===== src/inc/bacp_pkg.sv =====
package bacp_pkg;
    localparam int CMD_W        = 8;
    localparam int WORD_W       = 24;
    localparam int CNT_W        = 5;
    localparam logic [4:0] CMD_LAST  = 5'h07;
    localparam logic [4:0] WORD_LAST = 5'h17;
    localparam int CMD_MARK     = 7;
    localparam int SEL_HI       = 6;
    localparam int SEL_LO       = 4;
    localparam int RW_BIT       = 3;
    localparam logic [2:0] CMD_LOW_ZERO = 3'h0;
    localparam logic [2:0] SEL_RESULT   = 3'h0;
    localparam logic [2:0] SEL_SETUP    = 3'h1;
    localparam logic [2:0] SEL_GAIN     = 3'h2;
    localparam logic [2:0] SEL_TRIM     = 3'h3;
    localparam logic [2:0] SEL_RATIO    = 3'h4;
    localparam logic [2:0] SEL_SIGOFS   = 3'h5;
    localparam logic [2:0] SEL_REFOFS   = 3'h6;
    localparam logic [2:0] SEL_BAD      = 3'h7;
    localparam int TRIM_HI      = 23;
    localparam int TRIM_LO      = 20;
    localparam int F_OUTSIDE    = 19;
    localparam int F_RATE_HI    = 18;
    localparam int F_RATE_LO    = 17;
    localparam int F_GAIN_HI    = 15;
    localparam int F_GAIN_LO    = 14;
    localparam int F_POLARITY   = 13;
    localparam int F_SLEEP      = 11;
    localparam int F_RUNCAL     = 10;
    localparam int F_CALT_HI    = 7;
    localparam int F_CALT_LO    = 4;
    localparam int F_FILTCLR    = 0;
    localparam logic [23:0] SETUP_RST = 24'h000000;
    localparam logic [23:0] GAIN_RST  = 24'h800000;
    localparam logic [23:0] ZERO_RST  = 24'h000000;
    localparam logic [1:0] RATE_DC  = 2'h0;
    localparam logic [1:0] RATE_8K  = 2'h1;
    localparam logic [1:0] RATE_16K = 2'h2;
    localparam logic [1:0] RATE_4K  = 2'h3;
    localparam int DIV_W = 14;
    localparam logic [13:0] HALF_4K  = 14'h07ff;
    localparam logic [13:0] HALF_8K  = 14'h0fff;
    localparam logic [13:0] HALF_16K = 14'h1fff;
    localparam int CAL_SHORT = 573440;
    localparam int CAL_LONG  = 2211840;
    localparam logic [3:0] CALT_NONE  = 4'h0;
    localparam logic [3:0] CALT_RATIO = 4'h2;
    localparam int CAL_W = 22;
    typedef enum logic [2:0] {
        BACP_CMD  = 3'b000,
        BACP_WR   = 3'b001,
        BACP_FET  = 3'b011,
        BACP_RD   = 3'b010,
        BACP_CAL  = 3'b110
    } bacp_state_t;
endpackage


===== src/inc/bacp_exc_if.sv =====
`timescale 1ns/1ps
`default_nettype none
interface bacp_exc_if;
    logic       outside;
    logic [1:0] rate;
    logic       pin_a_in;
    logic       pin_a;
    logic       pin_a_oe;
    logic       pin_b;
    logic       demod_phase;
    modport ctl (output outside, rate, pin_a_in,
                 input pin_a, pin_a_oe, pin_b, demod_phase);
    modport gen (input outside, rate, pin_a_in,
                 output pin_a, pin_a_oe, pin_b, demod_phase);
endinterface
`default_nettype wire


===== src/verilog/bacp_core.sv =====
// Function
// - Register select picks result, setup, gain, trim or three offsets.
// - Read/write bit zero writes the selected register (result excepted), one reads it.
// - After reset the port waits in command mode for eight bits.
// - A valid command, except a result write, enters data mode for exactly 24 clocks.
// - Write data may follow the command byte with no pause.
// - On reads host waits for data_ready_n low before clocking data.
// - Chip select inactive ends host control and frees the port.
// - Each new setup word is decoded and acted upon.
// - Bits 23..20 mirror the trim register; setup writes leave them.
// - Trim magnitude steps 25 percent per code, 000 is 25 percent.
// - Outside drive zero drives both pins; one makes pin a input.
// - Rate 00 static, 01/10/11 toggle at clock over 8192/16384/4096.
// - Gain code 00=1, 10=2, 01=4, 11=8 after fixed gain 25.
// - Polarity zero bipolar, one unipolar; sleep one puts device asleep.
// - Run calibration starts chosen calibration; host clears it after.
// - Calibration type codes 0000 none, 1000, 0100, 0010, 0001.
// - Filter clear bit zero one resets the digital filter.
// - Setup word acts, calibration starts, at 24th data clock fall.
// - With run calibration set every full write reruns calibration; here only when calibration type is not 0000.
// - data_ready_n stays high during calibration and falls at its end.
`timescale 1ns/1ps
`default_nettype none
module bacp_core #(
    parameter int CAL_SHORT_CYC = bacp_pkg::CAL_SHORT,
    parameter int CAL_LONG_CYC  = bacp_pkg::CAL_LONG
) (
    input  wire logic        i_ref_clk,
    input  wire logic        i_sys_rst,
    input  wire logic        i_ce,
    input  wire logic        i_sclk,
    input  wire logic        i_cs_n,
    input  wire logic        i_sdi,
    output logic             o_sdo,
    output logic             o_sdo_oe,
    output logic             o_data_ready_n,
    input  wire logic [23:0] i_result,
    input  wire logic        i_result_valid,
    input  wire logic        i_excitation_pin_a,
    output logic             o_excitation_pin_a,
    output logic             o_excitation_pin_a_oe,
    output logic             o_excitation_pin_b,
    output logic             o_demod_phase,
    output logic [3:0]       o_trim_level,
    output logic             o_trim_subtract,
    output logic [3:0]       o_pga_gain,
    output logic             o_unipolar,
    output logic             o_sleep,
    output logic [3:0]       o_cal_type,
    output logic             o_cal_busy,
    output logic             o_cal_start,
    output logic             o_filter_clear,
    output logic [23:0]      o_setup_word
);
    localparam int NREG = 7;

    bacp_pkg::bacp_state_t st_r, st_nxt;
    logic [bacp_pkg::CNT_W-1:0]  cnt_r, cnt_nxt;
    logic [bacp_pkg::WORD_W-1:0] shin_r, shin_nxt;
    logic [bacp_pkg::WORD_W-1:0] shout_r, shout_nxt;
    logic [2:0]                  sel_r, sel_nxt;
    logic                        sdo_r, sdo_nxt;
    logic                        data_ready_n_n_r, data_ready_n_n_nxt;
    logic                        sclk_d_r;
    logic                        start_r, start_nxt;
    logic [bacp_pkg::CAL_W-1:0]  calcnt_r, calcnt_nxt;
    logic [bacp_pkg::WORD_W-1:0] regs_r [NREG];
    logic [bacp_pkg::WORD_W-1:0] regs_nxt [NREG];
    logic                        rise, fall;
    logic [bacp_pkg::CMD_W-1:0]  cmd;
    logic                        wr_done;

    bacp_exc_if exc ();
    bacp_exc_gen u_exc (
        .i_ref_clk (i_ref_clk),
        .i_sys_rst (i_sys_rst),
        .i_ce      (i_ce),
        .exc       (exc)
    );

    function automatic logic cmd_ok(input logic [7:0] c);
        cmd_ok = c[bacp_pkg::CMD_MARK]
              && c[2:0] == bacp_pkg::CMD_LOW_ZERO
              && c[bacp_pkg::SEL_HI:bacp_pkg::SEL_LO] != bacp_pkg::SEL_BAD;
    endfunction

    function automatic logic [bacp_pkg::CAL_W-1:0] cal_len(
        input logic [3:0] t);
        if (t == bacp_pkg::CALT_RATIO)
            cal_len = bacp_pkg::CAL_W'(CAL_LONG_CYC - 1);
        else
            cal_len = bacp_pkg::CAL_W'(CAL_SHORT_CYC - 1);
    endfunction

    assign rise = i_sclk & ~sclk_d_r & ~i_cs_n;
    assign fall = ~i_sclk & sclk_d_r & ~i_cs_n;
    // Command is decoded on its own eighth fall, so that fall is not data
    assign cmd  = shin_r[bacp_pkg::CMD_W-1:0];
    logic [23:0] setup;
    assign setup = regs_r[bacp_pkg::SEL_SETUP];
    assign wr_done = (st_r == bacp_pkg::BACP_WR) && fall
                   && cnt_r == bacp_pkg::WORD_LAST;

    always_comb begin
        st_nxt     = st_r;
        cnt_nxt    = cnt_r;
        shin_nxt   = shin_r;
        shout_nxt  = shout_r;
        sel_nxt    = sel_r;
        sdo_nxt    = sdo_r;
        data_ready_n_n_nxt = data_ready_n_n_r;
        start_nxt  = 1'b0;
        calcnt_nxt = calcnt_r;
        for (int i = 0; i < NREG; i++) begin
            regs_nxt[i] = regs_r[i];
        end
        regs_nxt[bacp_pkg::SEL_RESULT] = i_result_valid ? i_result
                                         : regs_r[bacp_pkg::SEL_RESULT];
        if (i_cs_n && st_r != bacp_pkg::BACP_CAL) begin
            st_nxt  = bacp_pkg::BACP_CMD;
            cnt_nxt = '0;
            if (st_r == bacp_pkg::BACP_RD) begin
                data_ready_n_n_nxt = 1'b1;
            end
        end else begin
            case (st_r)
                bacp_pkg::BACP_CMD: begin
                    if (rise) begin
                        shin_nxt = {shin_r[22:0], i_sdi};
                        cnt_nxt  = cnt_r + 1'b1;
                    end
                    if (fall && cnt_r == bacp_pkg::CMD_LAST + 5'h01) begin
                            cnt_nxt = '0;
                            sel_nxt = cmd[bacp_pkg::SEL_HI:bacp_pkg::SEL_LO];
                            if (!cmd_ok(cmd)) begin
                                st_nxt = bacp_pkg::BACP_CMD;
                            end else if (cmd[bacp_pkg::RW_BIT]) begin
                                st_nxt = bacp_pkg::BACP_FET;
                            end else if (cmd[bacp_pkg::SEL_HI:
                                             bacp_pkg::SEL_LO]
                                         == bacp_pkg::SEL_RESULT) begin
                                st_nxt = bacp_pkg::BACP_CMD;
                            end else begin
                                st_nxt = bacp_pkg::BACP_WR;
                            end
                    end
                end
                bacp_pkg::BACP_WR: begin
                    if (rise) begin
                        shin_nxt = {shin_r[22:0], i_sdi};
                    end
                    if (fall) begin
                        cnt_nxt = cnt_r + 1'b1;
                        if (cnt_r == bacp_pkg::WORD_LAST) begin
                            cnt_nxt = '0;
                            st_nxt  = bacp_pkg::BACP_CMD;
                            regs_nxt[sel_r] = shin_r;
                            if (sel_r == bacp_pkg::SEL_SETUP) begin
                                regs_nxt[sel_r][bacp_pkg::TRIM_HI:
                                                bacp_pkg::TRIM_LO] =
                                    regs_r[bacp_pkg::SEL_TRIM][3:0];
                            end
                        end
                    end
                end
                bacp_pkg::BACP_FET: begin
                    shout_nxt  = regs_r[sel_r];
                    sdo_nxt    = regs_r[sel_r][bacp_pkg::WORD_W-1];
                    data_ready_n_n_nxt = 1'b0;
                    st_nxt     = bacp_pkg::BACP_RD;
                end
                bacp_pkg::BACP_RD: begin
                    if (fall) begin
                        shout_nxt = {shout_r[22:0], 1'b0};
                        sdo_nxt   = shout_r[22];
                        cnt_nxt   = cnt_r + 1'b1;
                        if (cnt_r == bacp_pkg::WORD_LAST) begin
                            cnt_nxt    = '0;
                            st_nxt     = bacp_pkg::BACP_CMD;
                            data_ready_n_n_nxt = 1'b1;
                        end
                    end
                end
                bacp_pkg::BACP_CAL: begin
                    data_ready_n_n_nxt = 1'b1;
                    if (calcnt_r == '0) begin
                        data_ready_n_n_nxt = 1'b0;
                        st_nxt     = bacp_pkg::BACP_CMD;
                        cnt_nxt    = '0;
                    end else begin
                        calcnt_nxt = calcnt_r - 1'b1;
                    end
                end
                default: st_nxt = bacp_pkg::BACP_CMD;
            endcase
        end
        // Keep the mirrored trim field in step with the trim register
        regs_nxt[bacp_pkg::SEL_SETUP][bacp_pkg::TRIM_HI:bacp_pkg::TRIM_LO] =
            regs_nxt[bacp_pkg::SEL_TRIM][3:0];
        if (wr_done && regs_nxt[bacp_pkg::SEL_SETUP][bacp_pkg::F_RUNCAL]
            && regs_nxt[bacp_pkg::SEL_SETUP][bacp_pkg::F_CALT_HI:
                                             bacp_pkg::F_CALT_LO]
               != bacp_pkg::CALT_NONE) begin
            st_nxt     = bacp_pkg::BACP_CAL;
            start_nxt  = 1'b1;
            data_ready_n_n_nxt = 1'b1;
            calcnt_nxt = cal_len(regs_nxt[bacp_pkg::SEL_SETUP]
                                 [bacp_pkg::F_CALT_HI:bacp_pkg::F_CALT_LO]);
        end
    end

    always_ff @(posedge i_ref_clk) begin
        if (i_sys_rst) begin
            st_r     <= bacp_pkg::BACP_CMD;
            cnt_r    <= '0;
            shin_r   <= '0;
            shout_r  <= '0;
            sel_r    <= bacp_pkg::SEL_RESULT;
            sdo_r    <= 1'b0;
            data_ready_n_n_r <= 1'b1;
            sclk_d_r <= 1'b0;
            start_r  <= 1'b0;
            calcnt_r <= '0;
            for (int i = 0; i < NREG; i++) begin
                regs_r[i] <= (i == int'(bacp_pkg::SEL_GAIN))
                                      ? bacp_pkg::GAIN_RST
                                      : bacp_pkg::ZERO_RST;
            end
        end else if (i_ce) begin
            st_r     <= st_nxt;
            cnt_r    <= cnt_nxt;
            shin_r   <= shin_nxt;
            shout_r  <= shout_nxt;
            sel_r    <= sel_nxt;
            sdo_r    <= sdo_nxt;
            data_ready_n_n_r <= data_ready_n_n_nxt;
            sclk_d_r <= i_sclk;
            start_r  <= start_nxt;
            calcnt_r <= calcnt_nxt;
            for (int i = 0; i < NREG; i++) begin
                regs_r[i] <= regs_nxt[i];
            end
        end
    end

    // Setup word decode, live from the register
    assign exc.outside  = setup[bacp_pkg::F_OUTSIDE];
    assign exc.rate     = setup[bacp_pkg::F_RATE_HI:bacp_pkg::F_RATE_LO];
    assign exc.pin_a_in = i_excitation_pin_a;
    assign o_excitation_pin_a    = exc.pin_a;
    assign o_excitation_pin_a_oe = exc.pin_a_oe;
    assign o_excitation_pin_b    = exc.pin_b;
    assign o_demod_phase         = exc.demod_phase;

    always_comb begin
        case (setup[bacp_pkg::F_GAIN_HI:bacp_pkg::F_GAIN_LO])
            2'h0:    o_pga_gain = 4'h1;
            2'h2:    o_pga_gain = 4'h2;
            2'h1:    o_pga_gain = 4'h4;
            default: o_pga_gain = 4'h8;
        endcase
    end

    // Trim level n means (n+1) quarters of full scale
    assign o_trim_subtract = setup[bacp_pkg::TRIM_HI];
    assign o_trim_level    = {1'b0, setup[bacp_pkg::TRIM_HI-1:
                                          bacp_pkg::TRIM_LO]} + 4'h1;
    assign o_unipolar      = setup[bacp_pkg::F_POLARITY];
    assign o_sleep         = setup[bacp_pkg::F_SLEEP];
    assign o_cal_type      = setup[bacp_pkg::F_CALT_HI:
                                   bacp_pkg::F_CALT_LO];
    assign o_filter_clear  = setup[bacp_pkg::F_FILTCLR];
    assign o_cal_busy      = (st_r == bacp_pkg::BACP_CAL);
    assign o_cal_start     = start_r;
    assign o_setup_word    = setup;
    assign o_data_ready_n  = data_ready_n_n_r;
    assign o_sdo           = sdo_r;
    assign o_sdo_oe        = (st_r == bacp_pkg::BACP_RD) & ~i_cs_n;
endmodule
`default_nettype wire


===== src/verilog/bacp_exc_gen.sv =====
`timescale 1ns/1ps
`default_nettype none
module bacp_exc_gen (
    input  wire logic i_ref_clk,
    input  wire logic i_sys_rst,
    input  wire logic i_ce,
    bacp_exc_if.gen   exc
);
    logic [bacp_pkg::DIV_W-1:0] div_r, div_nxt;
    logic                       ph_r, ph_nxt;
    logic [bacp_pkg::DIV_W-1:0] half;

    always_comb begin
        case (exc.rate)
            bacp_pkg::RATE_8K:  half = bacp_pkg::HALF_8K;
            bacp_pkg::RATE_16K: half = bacp_pkg::HALF_16K;
            default:            half = bacp_pkg::HALF_4K;
        endcase
        div_nxt = div_r;
        ph_nxt  = ph_r;
        if (exc.rate == bacp_pkg::RATE_DC) begin
            div_nxt = '0;
            ph_nxt  = 1'b0;
        end else if (div_r >= half) begin
            div_nxt = '0;
            ph_nxt  = ~ph_r;
        end else begin
            div_nxt = div_r + 1'b1;
        end
    end

    always_ff @(posedge i_ref_clk) begin
        if (i_sys_rst) begin
            div_r <= '0;
            ph_r  <= 1'b0;
        end else if (i_ce) begin
            div_r <= div_nxt;
            ph_r  <= ph_nxt;
        end
    end

    // Outside drive: pin a becomes an input that steers phase and pin b
    assign exc.pin_a_oe    = ~exc.outside;
    assign exc.pin_a       = ph_r;
    assign exc.pin_b       = exc.outside ? ~exc.pin_a_in : ~ph_r;
    assign exc.demod_phase = exc.outside ? exc.pin_a_in : ph_r;
endmodule
`default_nettype wire

===== config.mk =====
export PLATFORM = sky130hd
export DESIGN_NAME = bacp_core
export DESIGN_NICKNAME = d
export VERILOG_FILES = /design/src/inc/bacp_pkg.sv /design/src/inc/bacp_exc_if.sv /design/src/verilog/bacp_core.sv /design/src/verilog/bacp_exc_gen.sv
export SDC_FILE = /design/constraint.sdc
export NUM_CORES = 1
export LEC_CHECK = 0
export BUFFER_PORTS_ARGS = -buffer_cell sky130_fd_sc_hd__buf_2
export CORE_UTILIZATION = 64
export CTS_BUF_LIST = sky130_fd_sc_hd__clkbuf_2
export DETAILED_ROUTE_END_ITERATION = 12
export PLACE_DENSITY = 0.9
export SETUP_SLACK_MARGIN = 0.3
export SLEW_MARGIN = 20
export SYNTH_ARGS = -nofsm -noshare
export SYNTH_HDL_FRONTEND = slang
export SYNTH_SLANG_ARGS = --single-unit

===== constraint.sdc =====
create_clock -name i_ref_clk -period 9 [get_ports i_ref_clk]
set_input_delay 0.9 -clock i_ref_clk [delete_from_list [all_inputs] [get_ports i_ref_clk]]
set_output_delay 0.9 -clock i_ref_clk [all_outputs]
set_load 0.02 [all_outputs]

-- Word level (Yosys, flattened, before mapping)
Memories as Yosys holds them, arrays and structs flattened. A register that Yosys moved wholly into a read port is not among the register bits.
Index checks and enable logic that the tools add are counted.
- add/subtract/negate cells: 4
- order comparisons: 3
- equality and inequality tests: 27
- mux-type cells: 68
- bitwise logic cells: 20
- reduce and logical (&&, ||, !) cells: 31
- operator list (cell ; count):
    168-bit 2-to-1 mux ; 5
    168-bit bitwise mux ; 2
    24-bit 2-to-1 mux ; 10
    24-bit demux with 3-bit select ; 2
    22-bit 2-to-1 mux ; 5
    23-bit one-hot mux with 2 select lines ; 1
    5-bit 2-to-1 mux ; 6
    14-bit 2-to-1 mux ; 2
    13-bit one-hot mux with 2 select lines ; 1
    3-bit 2-to-1 mux ; 8
    23-bit 2-to-1 mux ; 1
    22-bit logical NOT ; 1
    22-bit by 1-bit subtractor with 22-bit output, second input constant ; 1
    1-bit 2-to-1 mux ; 18
    4-bit != test, second input constant ; 4
    4-bit AND reduction ; 4
    5-bit one-hot mux with 3 select lines ; 1
    5-bit AND reduction ; 3
    14-bit by 1-bit adder with 14-bit output, second input constant ; 1
    14-bit by 13-bit >= comparator with 1-bit output ; 1
    4-bit by 1-bit != test with 1-bit output, second input constant ; 3
    3-bit one-hot mux with 4 select lines ; 1
    4-bit one-hot mux with 3 select lines ; 1
    4-bit nonzero test ; 3
    29 further kinds ; 68
- flip-flop bits (word level): 99
- bits in writable memories: 168
- input port bits: 32
- output and inout port bits: 49
- word-level logic and storage cells: 166
- memories kept: 1
- memories (memory ; depth ; width ; rd ports ; clocked after memory_dff ; write ports ; RTL line ; text):
    regs_r ; 7 ; 24 ; 8 ; 1 ; 7 ; bacp_core.sv:67 ; logic [bacp_pkg::WORD_W-1:0] regs_r [NREG];

-- Logic depth before layout (Yosys ltp)
Gate-level depths: netlist of run 1.
- depth after elaboration: 16
- mapped depth: 11
- depth with buffers taken out: 10

-- Modules after synthesis
Synthesis of run 1 repeated with hierarchy kept, for this count alone.
- cell total of the unflattened synthesis: 1501
- area total of the unflattened synthesis: 14116.0 um2
- by module, submodules not included (module ; instances ; cells each ; area an instance (um2) ; seq. area each (um2)):
    bacp_core ; 1 ; 1408 ; 13275.2 ; 6666.4
    bacp_exc_gen ; 1 ; 93 ; 840.8 ; 300.3

-- Worst setup path before layout of run 1
No wires, ideal clock.
- path kind: in2reg
- from: input i_cs_n
- to: memory regs_r[1][0] (netlist bit) (enable)
- library setup time: 0.595 ns
- arrival: 6.652 ns
- required time: 8.405 ns
- setup slack: 1.753 ns
- stages on the path: 4
- buffers on the path: 1
- cell sequence: buf_2 -> nor3b_2 -> nand4_1 -> o21bai_1
- RTL lines (element ; RTL line ; text):
    from (decl) ; bacp_core.sv:32 ; input wire logic i_cs_n,
    to (decl) ; bacp_core.sv:67 ;

-- Worst setup path after layout of run 1
- from: register st_r[1]
- to: output o_sdo_oe
- cells in the longest elaborated chain, start to end: 2
- ends and longest elaborated chain (element ; RTL line ; text):
    from (decl) ; bacp_core.sv:57 ; bacp_pkg::bacp_state_t st_r, st_nxt;
    from (signal assigned) ; bacp_core.sv:214 ; st_r <= bacp_pkg::BACP_CMD;
    from (signal assigned) ; bacp_core.sv:230 ; st_r <= st_nxt;
    3-bit by 2-bit == test with 1-bit output ; bacp_core.sv:278 ; assign o_sdo_oe = (st_r == bacp_pkg::BACP_RD) & ~i_cs_n;
    1-bit AND ; bacp_core.sv:278 ;
    to (decl) ; bacp_core.sv:35 ; output logic o_sdo_oe,
No other way between the ends.

==> results of run 1 <==
-- synthesized netlist by cell type (5+ instances only) --
| library cell | number | area [um2] |
|---|---|---|
| nand3_1 | 21 | 105.1 |
| nor3_1 | 16 | 80.08 |
| nor2_1 | 133 | 499.2 |
| nand2_1 | 344 | 1291 |
| a21oi_1 | 189 | 945.9 |
| o32ai_1 | 5 | 43.79 |
| a31oi_1 | 5 | 31.28 |
| dfxtp_1 | 102 | 2042 |
| nand4_1 | 8 | 50.05 |
| xnor2_1 | 8 | 70.07 |
| nor3b_1 | 6 | 45.04 |
| or3_1 | 6 | 37.54 |
| buf_4 | 13 | 97.59 |
| nand3b_1 | 5 | 37.54 |
| nand2b_1 | 5 | 31.28 |
| clkbuf_1 | 104 | 390.4 |
| mux2i_1 | 88 | 880.8 |
| nor2b_1 | 6 | 37.54 |
| o21ai_0 | 36 | 180.2 |
| a211oi_1 | 66 | 495.5 |
| buf_2 | 11 | 55.05 |
| edfxtp_1 | 164 | 4925 |
| xor2_1 | 16 | 140.1 |
| ha_1 | 9 | 112.6 |
| inv_1 | 20 | 75.07 |
| buf_1 | 12 | 45.04 |
| nor4_1 | 8 | 50.05 |
| mux4_2 | 24 | 540.5 |
-- critical path, delay by kind of cell (launching register included) --
| kind | cells | cell delay (ns) |
|---|---|---|
| buffers and inverters | 1 | 0.21 |
| flip-flops | 1 | 0.70 |
| AND/OR/NAND/NOR | 3 | 1.31 |
-- cell type report --
| type | count | area (um2) | share of cell area, % |
|---|---|---|---|
| Clock inverter | 9 | 60.06 | 0.4009 |
| Antenna cell | 1 | 2.502 | 0.01671 |
| Multi-Input combinational cell | 1073 | 6416 | 42.83 |
| Tap cell | 275 | 344.1 | 2.297 |
| Sequential cell | 266 | 6970 | 46.53 |
| Inverter | 20 | 75.07 | 0.5012 |
| Clock buffer | 115 | 575.6 | 3.842 |
| Timing Repair Buffer | 97 | 535.5 | 3.575 |
-- state kept, by name, indices dropped and copies added, names as in the netlist, named ones only --
register	count
calcnt_r	22
cnt_r	5
o_cal_start	1
o_data_ready_n	1
o_sdo	1
regs_r	164
sclk_d_r	1
sel_r	3
shin_r	24
shout_r	23
st_r	3
u_exc.div_r	14
u_exc.exc.pin_a	1
-- where the power goes --
group,switching [W],internal [W],leakage [nW]
combinational,0.0000982,0.0000529,2.66
sequential,0.0000347,0.00133,2.43
clock,0.000506,0.000359,0.515
total,0.000639,0.00175,5.61
-- path summary, 6_finish.rpt --
path / startpoint / endpoint
setup / recovery: st_r[1] / o_sdo_oe
hold / removal: i_sdi / shin_r[0]
setup reg to reg: sclk_d_r / regs_r[4][1]
hold reg to reg: u_exc.div_r[13] / u_exc.div_r[13]
-- routing by layer --
layer,part of all wire (%),vias up,routed length (um)
met3,11,116,3891
met5,0,-,0
met4,3.3,0,1223
met1,38,5600,13920
met2,48,778,17570
li1,-,5417,-
-- logic make-up after synthesis --
family          count (synthesis)  synth area share (%)
compound gates                335                 14.45
simple gates                  592                 18.39
buf+inv                       160                 4.745
fa+ha+maj                       9                0.8058
flops                         266                 49.85
mux                           113                 10.25
xor+xnor                       24                 1.504
-- stage by stage --
stage | worst slack, ns | power [W]
2_1_floorplan | 1.753 | 0.001492
3_3_place_gp | 4.866 | 0.001534
3_5_place_dp | 4.722 | 0.001544
4_1_cts | 5.059 | 0.002385
5_1_grt | 4.902 | 0.002466
6_report | 5.057 | 0.002384
==> impl_results.md, run 1 <==
- Outcome: finished, final reports clean
- Die width: about 150 um
- Vias/cell: 6.418
- Die height: approximately 150 um
- Clk sinks: roughly 270
- Final #Nets: about 1,600
- DR WL/cell: 19.72 um
- Critical-path cell list: nor2b_1, nand2b_2, nor2_1, buf_2
- H-tree Lvls: 3
- Slowest stage cell, crit path: dfxtp_1
- Setup violators final: 0
- Starting DRT DRC Count: ~1,300
- Maximum vdd drop: between 0.00007 and 0.00008 V
- Placed cell areas: roughly 0.014 mm2
- Hold Path Stages: 3
- Least-Margin Pin Slew: 1.133 ns
- Slew Limit Fails: 0
- CTS Hold Bufs: 0
- Power per cell area: 159.2 mW/mm2
- Post-synth EDFFs: between 150 and 200
- First-pass iteration count of the detailed router: 6
- Setup TNS: 0 ns
- Hold slack: ~0.31 ns
- Clock-pin slew on the worst setup and hold paths: around 0.11 ns
- Leading cell type in the layout, fill and taps excluded: nand2_1
- Fin. Hold Viols: 0
- Type of the most critical hold path: input pin to register
- CORE AREA: between 0.02 and 0.025 mm2
- Port-buffer cells: 80
- Worst reg-to-reg path cell count: 4
- Post-synth top flop: edfxtp_1
- Post-synthesis average cell area: between 9 and 10 um2
- Met1 usage: a little over two fifths
- GRT Total Usage: roughly a third
- Area delta synth->final: 7.190%
- Post-placement cell count: 1,730
- Cts bufs inserted: between 60 and 70
- Synth Instances: around 1,500
- R2r setup slk: 5.34 ns
- CTS resizes: 0
- #FFs+latches synth: 266
- DRC violations left: 0
- Maximum fanout along the worst path: 50
- CTS tree: built
- Slew Limit Headroom: between 20% and 30%
- Critical path type: register to output port
- Routed Antenna Nets: 0
- Post-Syn Area: between 0.01 and 0.015 mm2
- Post-layout util: between 70% and 80%
- Grt ovf: 0
- Die area: roughly 0.022 mm2
- Final wirelength: 36.60 mm
- Row count: 53
- Met2 Use GR: between 50% and 60%
- First-pass GRT wire length: about 59 mm
- Max frequency: between 200 and 300 MHz
- Ports: between 80 and 90
- Ys async rst share: 0%
- CP max stage delay: 0.70 ns
- Min cycle time layout: about 3.9 ns
- Largest net degree at the start of global routing: 107
- Detailed placement HPWL: between 20 and 25 mm
- RSZ-0062 raised after global routing: false
- Post-synth cell types: 68
- Post-route clock period utilization: 43.81%
- Final instance area: 0.01498 mm2
- Final Non-Filler Cells: about 1,900
- Initial core utilization: about two thirds
- Clock Skew: 0.07925 ns
- Seq/Total Area, Yosys: between 40% and 50%
- Worst Path Required: roughly 8 ns
- CTS max path bufs: 3
- Arrival time at the worst endpoint: 3.04 ns
- Fill count: 1,542
- Worst Setup Start Kind: register
- Synth Net Count: roughly 1,500
- Post-CTS Setup Inserts: 0
- Ratio of cells with drive above 1 in the final layout: 17.47%
- Vias in the first global route: about 12,000
- Initial antenna violation count: 1
- RD Place Congestion: between 0.8 and 0.9
- Commonest cells after routing, fill and taps aside: nand2_1, a21oi_1, edfxtp_1, nor2_1, clkbuf_2
- Via count: about 12,000
- Grt peak-use layer: met2
- Grt met3 use: 5.762%
- Leakage power: ~5.6 nW
- Clock root cell: clkbuf_2
- Synth warn: 0
- Later-pin clock latency in the skew report: just under 0.9 ns
- Max_cap viols: 0
- Worst Setup End Kind: output port
No activity file was read; power rests on OpenSTA's default activity.
==> run 2: changes to the inputs <==
==> constraint.sdc (replaced) <==
create_clock -name i_ref_clk -period 3.92 [get_ports i_ref_clk]
set_input_delay 0.392 -clock i_ref_clk [delete_from_list [all_inputs] [get_ports i_ref_clk]]
set_output_delay 0.392 -clock i_ref_clk [all_outputs]
set_load 0.02 [all_outputs]
==> impl_results.md, run 2 (synthesized netlist as in run 1, its figures left out) <==
- Cts bufs inserted: 70
- Placed cell areas: approximately 0.014 mm2
- Setup TNS: 0 ns
- Clock root cell: clkbuf_2
- Fill count: 1,521
- Row count: 53
- Biggest regs: regs_r: 164 flops, shin_r: 24 flops, shout_r: 23 flops
- RD Place Congestion: roughly 0.87
- Final Non-Filler Cells: roughly 1,900
- First-pass GRT wire length: 59.47 mm
- Maximum fanout along the worst path: 50
- Grt ovf: 0
- Max frequency: between 300 and 400 MHz
- Power per cell area: roughly 360 mW/mm2
- Area delta synth->final: 9.258%
- Worst Path Required: between 3 and 4 ns
- Switching power total: approximately 0.0015 W
- Min cycle time layout: about 3.3 ns
- Least-Margin Pin Slew: about 1.2 ns
- Clock Skew: approximately 0.1 ns
- Max_cap viols: 0
- Leakage power: ~5.7 nW
- Min-Delay Endpoint: regs_r[0][21]
- R2r endpoint: regs_r[0][16]
- Clock Power Share: between 30% and 40%
- Port-buffer cells: 80
- Maximum vdd drop: approximately 0.00023 V
- Die width: 149.8 um
- Hold path start: i_result[21]
- Most flop-heavy register: regs_r
- Internal: approximately 0.004 W
- RSZ-0062 raised after global routing: false
- Hold Path Stages: 3
- Slowest stage cell, crit path: dfxtp_1
- Combinational Power Share: approximately 6.7%
- Sw Share: approximately 27%
- Type of the most critical hold path: input pin to register
- Initial antenna violation count: 2
- Leading cell type in the layout, fill and taps excluded: nand2_1
- Final wirelength: about 38 mm
- Clk sinks: between 200 and 300
- Final instance area: 0.01527 mm2
- Routed Antenna Nets: 0
- Worst Setup Start Kind: register
- Slew Limit Fails: 0
- Critical-path cell list: nor2b_1, nand2b_2, nor2_1, buf_2
- Arrival time at the worst endpoint: 2.94 ns
- Worst Setup End Kind: output port
- CTS resizes: 0
- Critical path type: register to output port
- Post-route clock period utilization: a little over four fifths
- CTS tree: built
- Vias in the first global route: 11,652
- Sequential share of power: a little under three fifths
- CTS max path bufs: 3
- R2r setup slk: 0.75 ns
- Largest register FFs: around 160
- Largest net degree at the start of global routing: between 100 and 150
- Vias/cell: roughly 6.5
- Later-pin clock latency in the skew report: 0.93 ns
- Detailed placement HPWL: about 23 mm
- CP max stage delay: between 0.6 and 0.7 ns
- Worst reg-to-reg path cell count: 7
- Post-CTS Setup Inserts: 0
- DRC violations left: 0
- Die area: 0.02243 mm2
- Fin. Hold Viols: 0
- Ratio of cells with drive above 1 in the final layout: between 10% and 20%
- Commonest cells after routing, fill and taps aside: nand2_1, a21oi_1, edfxtp_1, nor2_1, clkbuf_2
- Ports: 81
- FF-to-FF Start: cnt_r[0]
- DR WL/cell: around 20 um
- GRT Total Usage: about a third
- First-pass iteration count of the detailed router: 6
- Initial core utilization: between 60% and 70%
- Starting DRT DRC Count: between 1,000 and 1,500
- CORE AREA: 0.02122 mm2
- Die height: approximately 150 um
- Final #Nets: roughly 1,600
- H-tree Lvls: 3
- Via count: roughly 12,000
- Slew Limit Headroom: 21.33%
- Clock-pin slew on the worst setup and hold paths: about 0.11 ns
- Post-placement cell count: 1,738
- Outcome: finished, final reports clean
- Setup violators final: 0
==> run 2: cell count changes in the layout (fill, tap and decap cells not counted), sizes merged <==
| cell | change |
|---|---|
| dlygate4sd3 | +20 |
| clkinv | +1 |
| diode | +1 |
| clkinvlp | +2 |
| clkbuf | +1 |
| inv | -4 |
| buf | +7 |
==> run 2: worst max-delay path: cells and delay by family, from the launching register on <==
| family | cells | cell delay (ns) |
|---|---|---|
| AND/OR/NAND/NOR | 3 | 1.18 |
| buffers and inverters | 1 | 0.20 |
| flip-flops | 1 | 0.66 |
==> run 2: how the worst max path moves through the flow <==
stage	start	endpoint	depth (start not counted)
2_1_floorplan	cnt_r[0]	regs_r[1][0]	5
3_3_place_gp	cnt_r[0]	regs_r[0][14]	7
3_5_place_dp	cnt_r[0]	regs_r[0][13]	7
4_1_cts	st_r[1]	o_sdo_oe	4
5_1_grt	st_r[1]	o_sdo_oe	4
6_report	st_r[1]	o_sdo_oe	4
==> run 2: metrics by stage <==
stage	setup slack, ns	hold WS, ns	utilization [%]	total power, W
2_1_floorplan	0.5856	0.4212	-	0.003420
3_3_place_gp	0.9575	0.4471	67.87	0.003530
3_5_place_dp	0.8375	0.4566	67.87	0.003549
4_1_cts	0.6017	0.002147	71.92	0.005538
5_1_grt	0.3807	-0.008926	71.95	0.005733
6_report	0.5924	0.03048	71.95	0.005544
==> run 2: metal layers <==
layer | GRT usage [%] | share of wire, % | vias up
li1 | - | - | 5475
met3 | 8.506 | 12 | 164
met1 | 43.29 | 37 | 5687
met5 | 0 | 0 | -
met4 | 16.77 | 3.9 | 0
met2 | 54.84 | 47 | 835
==> run 2: timing repair <==
item	CTS	global route
hold buffers	20	0
hold endpoints to repair	31	0
setup endpoints to repair	0	0
==> run 2: layout make-up <==
type | count | area (um2) | area share, %
Clock buffer | 116 | 580.6 | 3.802
Inverter | 20 | 75.07 | 0.4917
Clock inverter | 8 | 78.83 | 0.5163
Multi-Input combinational cell | 1073 | 6406 | 41.96
Sequential cell | 266 | 6970 | 45.65
Tap cell | 275 | 344.1 | 2.254
Timing Repair Buffer | 124 | 808.3 | 5.294
Antenna cell | 2 | 5.005 | 0.03278
==> run 2: power groups by stage <==
stage / Combinational, W / Clock, W / Sequential [W]
global placement: 0.000337 / 0 / 0.00319
CTS: 0.000364 / 0.00204 / 0.00314
global route: 0.000399 / 0.00218 / 0.00315
finish: 0.000370 / 0.00203 / 0.00314
floorplan: 0.000234 / 0 / 0.00319
detailed placement: 0.000347 / 0 / 0.00320
==> run 3: changes to the inputs <==
--- a/config.mk
+++ b/config.mk
@@ -6,10 +6,10 @@
 export NUM_CORES = 1
 export LEC_CHECK = 0
 export BUFFER_PORTS_ARGS = -buffer_cell sky130_fd_sc_hd__buf_2
-export CORE_UTILIZATION = 64
+export CORE_UTILIZATION = 57
 export CTS_BUF_LIST = sky130_fd_sc_hd__clkbuf_2
 export DETAILED_ROUTE_END_ITERATION = 12
-export PLACE_DENSITY = 0.9
+export PLACE_DENSITY = 0.85
 export SETUP_SLACK_MARGIN = 0.3
 export SLEW_MARGIN = 20
 export SYNTH_ARGS = -nofsm -noshare
==> constraint.sdc (replaced) <==
create_clock -name i_ref_clk -period 2.97 [get_ports i_ref_clk]
set_input_delay 0.297 -clock i_ref_clk [delete_from_list [all_inputs] [get_ports i_ref_clk]]
set_output_delay 0.297 -clock i_ref_clk [all_outputs]
set_load 0.02 [all_outputs]
==> impl_results.md, run 3 (synthesized netlist as in run 1, its figures left out) <==
- Clock-pin slew on the worst setup and hold paths: around 0.10 ns
- Largest register FFs: ~160
- Vias/cell: approximately 6.2
- Maximum fanout along the worst path: 5
- Met1 usage: approximately two fifths
- Worst Setup Start Kind: register
- Final worst slack: between 0.3 and 0.4 ns
- CTS tree: built
- DRC violations left: 0
- GRT Total Usage: 29.90%
- Maximum vdd drop: roughly 0.00028 V
- H-tree Lvls: 3
- Sw Share: a little over a quarter
- Starting DRT DRC Count: ~1,500
- Commonest cells after routing, fill and taps aside: nand2_1, a21oi_1, edfxtp_1, nor2_1, clkbuf_2
- Routed Antenna Nets: 0
- CORE AREA: ~0.024 mm2
- Detailed placement HPWL: ~23 mm
- DP Worst Slack: roughly 0.34 ns
- Outcome: finished, final reports clean
- Critical path type: register to register
- Most flop-heavy register: regs_r
- Post-route clock period utilization: between 80% and 90%
- Setup violators final: 0
- Max_cap viols: 0
- Final wirelength: ~37 mm
- Clock Power Share: roughly 37%
- RSZ-0062 raised after global routing: false
- Initial antenna violation count: 1
- Clock Skew: 0.09732 ns
- Least-Margin Pin Slew: ~0.9 ns
- Largest net degree at the start of global routing: around 50
- Leakage power: around 5.9 nW
- Fin. Hold Viols: 0
- Initial core utilization: between 50 and 60%
- Sequential share of power: ~56%
- First-pass iteration count of the detailed router: 5
- First-pass GRT wire length: between 50 and 60 mm
- Max frequency: between 300 and 400 MHz
- Biggest regs: regs_r: 164 flops, shin_r: 24 flops, shout_r: 23 flops
- Power per cell area: approximately 470 mW/mm2
- Ratio of cells with drive above 1 in the final layout: 18.68%
- Combinational Power Share: 6.9%
- Grt ovf: 0
- Vias in the first global route: about 11,000
- RD Place Congestion: ~0.82
- Cts bufs inserted: 68
- Die height: approximately 160 um
- Worst path bufs/invs: 2
- Slew Limit Fails: 0
- Slew Limit Headroom: between 30% and 40%
- Grt met3 use: around 4.8%
- Critical path's top delay family: simple AND/OR/NAND/NOR gates
- CP max stage delay: ~0.46 ns
- Crit path from: regs_r[1][18]
- Min cycle time layout: 2.607 ns
- DR WL/cell: 19.08 um
- Row count: 56
- Area delta synth->final: 11.83%
- Final #Nets: 1,626
- Hold path start: i_sdi
- Total power: ~0.0073 W
- Port-buffer cells: 80
- Grt peak-use layer: met2
- Arrival time at the worst endpoint: between 3 and 4 ns
- Met2 Use GR: between 40 and 50%
- FF-to-FF Start: regs_r[1][18]
- Switching power total: between 0.0015 and 0.002 W
- Leading cell type in the layout, fill and taps excluded: nand2_1
- Later-pin clock latency in the skew report: roughly 0.87 ns
- Worst Setup End Kind: register
- Critical-path cell list: inv_1, ha_1, inv_1, ha_1, nand3_1, o31ai_1, a2111o_1, or2_2, or3_1, o21ai_0
- Type of the most critical hold path: input pin to register
- Clk sinks: ~270
- CTS max path bufs: 3
- Ports: 81
- Clock root cell: clkbuf_2
- Die area: approximately 0.025 mm2
- Worst Path Required: roughly 3.7 ns
- Internal: roughly 0.0054 W
- Hold slack: approximately 0.33 ns
- Slowest stage cell, crit path: edfxtp_1
- Via count: 12,091
- Die width: 158.6 um
==> run 3: what timing repair did <==
action	4_1_cts	5_1_grt
gates resized for setup	1	0
pin swaps	0	2
buffers inserted	0	4
hold buffers	29	0
hold endpoints to repair	56	0
endpoints found under the setup margin	1	28
==> run 3: path summary, 6_finish.rpt <==
| path | to | slack, ns | cells after the start |
|---|---|---|---|
| max reg2reg | u_exc.div_r[12] | 0.36 | 10 |
| max | u_exc.div_r[12] | 0.36 | 10 |
| min reg2reg | u_exc.div_r[13] | 0.47 | 2 |
| min | shin_r[0] | 0.33 | 4 |
==> run 3: area by class of cell <==
class,instances,area [um2]
multi-input combinational,1073,6424
inverter,20,75.07
clock buffer,114,570.5
sequential,266,6974
fill,1820,8125
antenna,1,2.502
timing repair buffer,156,1096
tap,319,399.1
clock inverter,9,86.33
==> run 3: per-layer routing <==
metal / vias up / part of all wire, % / routed length (um)
li1: 5527 / - / -
met3: 117 / 10 / 3752
met2: 720 / 47 / 17680
met5: - / 0 / 0
met4: 0 / 3.3 / 1235
met1: 5727 / 39 / 14690
==> run 3: power by group through the flow <==
stage / logic [W] / registers, W / clock network [W]
after CTS: 0.000498 / 0.00414 / 0.00270
after global placement: 0.000454 / 0.00421 / 0
after floorplan: 0.000310 / 0.00421 / 0
final: 0.000506 / 0.00415 / 0.00268
after global routing: 0.000545 / 0.00416 / 0.00290
after detailed placement: 0.000466 / 0.00422 / 0
==> run 3: through the flow <==
stage          area [um2]  std cells  utilization, %  setup TNS [ns]
3_5_place_dp        14650       1801           61.66               0
4_1_cts             15600       1953           65.66               0
5_1_grt             15630       1958           65.79               0
2_1_floorplan       14020       1499               -          -19.88
6_report            15630       1958           65.79               0
3_3_place_gp        14650       1801           61.66               0
==> run 3: worst register-to-register path, delay by kind of cell, from the launching register on <==
family | cells | cell delay (ns)
AOI/OAI and AO/OA | 3 | 0.55
adders and majority gates | 2 | 0.55
buffers and inverters | 2 | 0.11
DFF | 1 | 0.46
and+or+nand+nor | 3 | 0.80
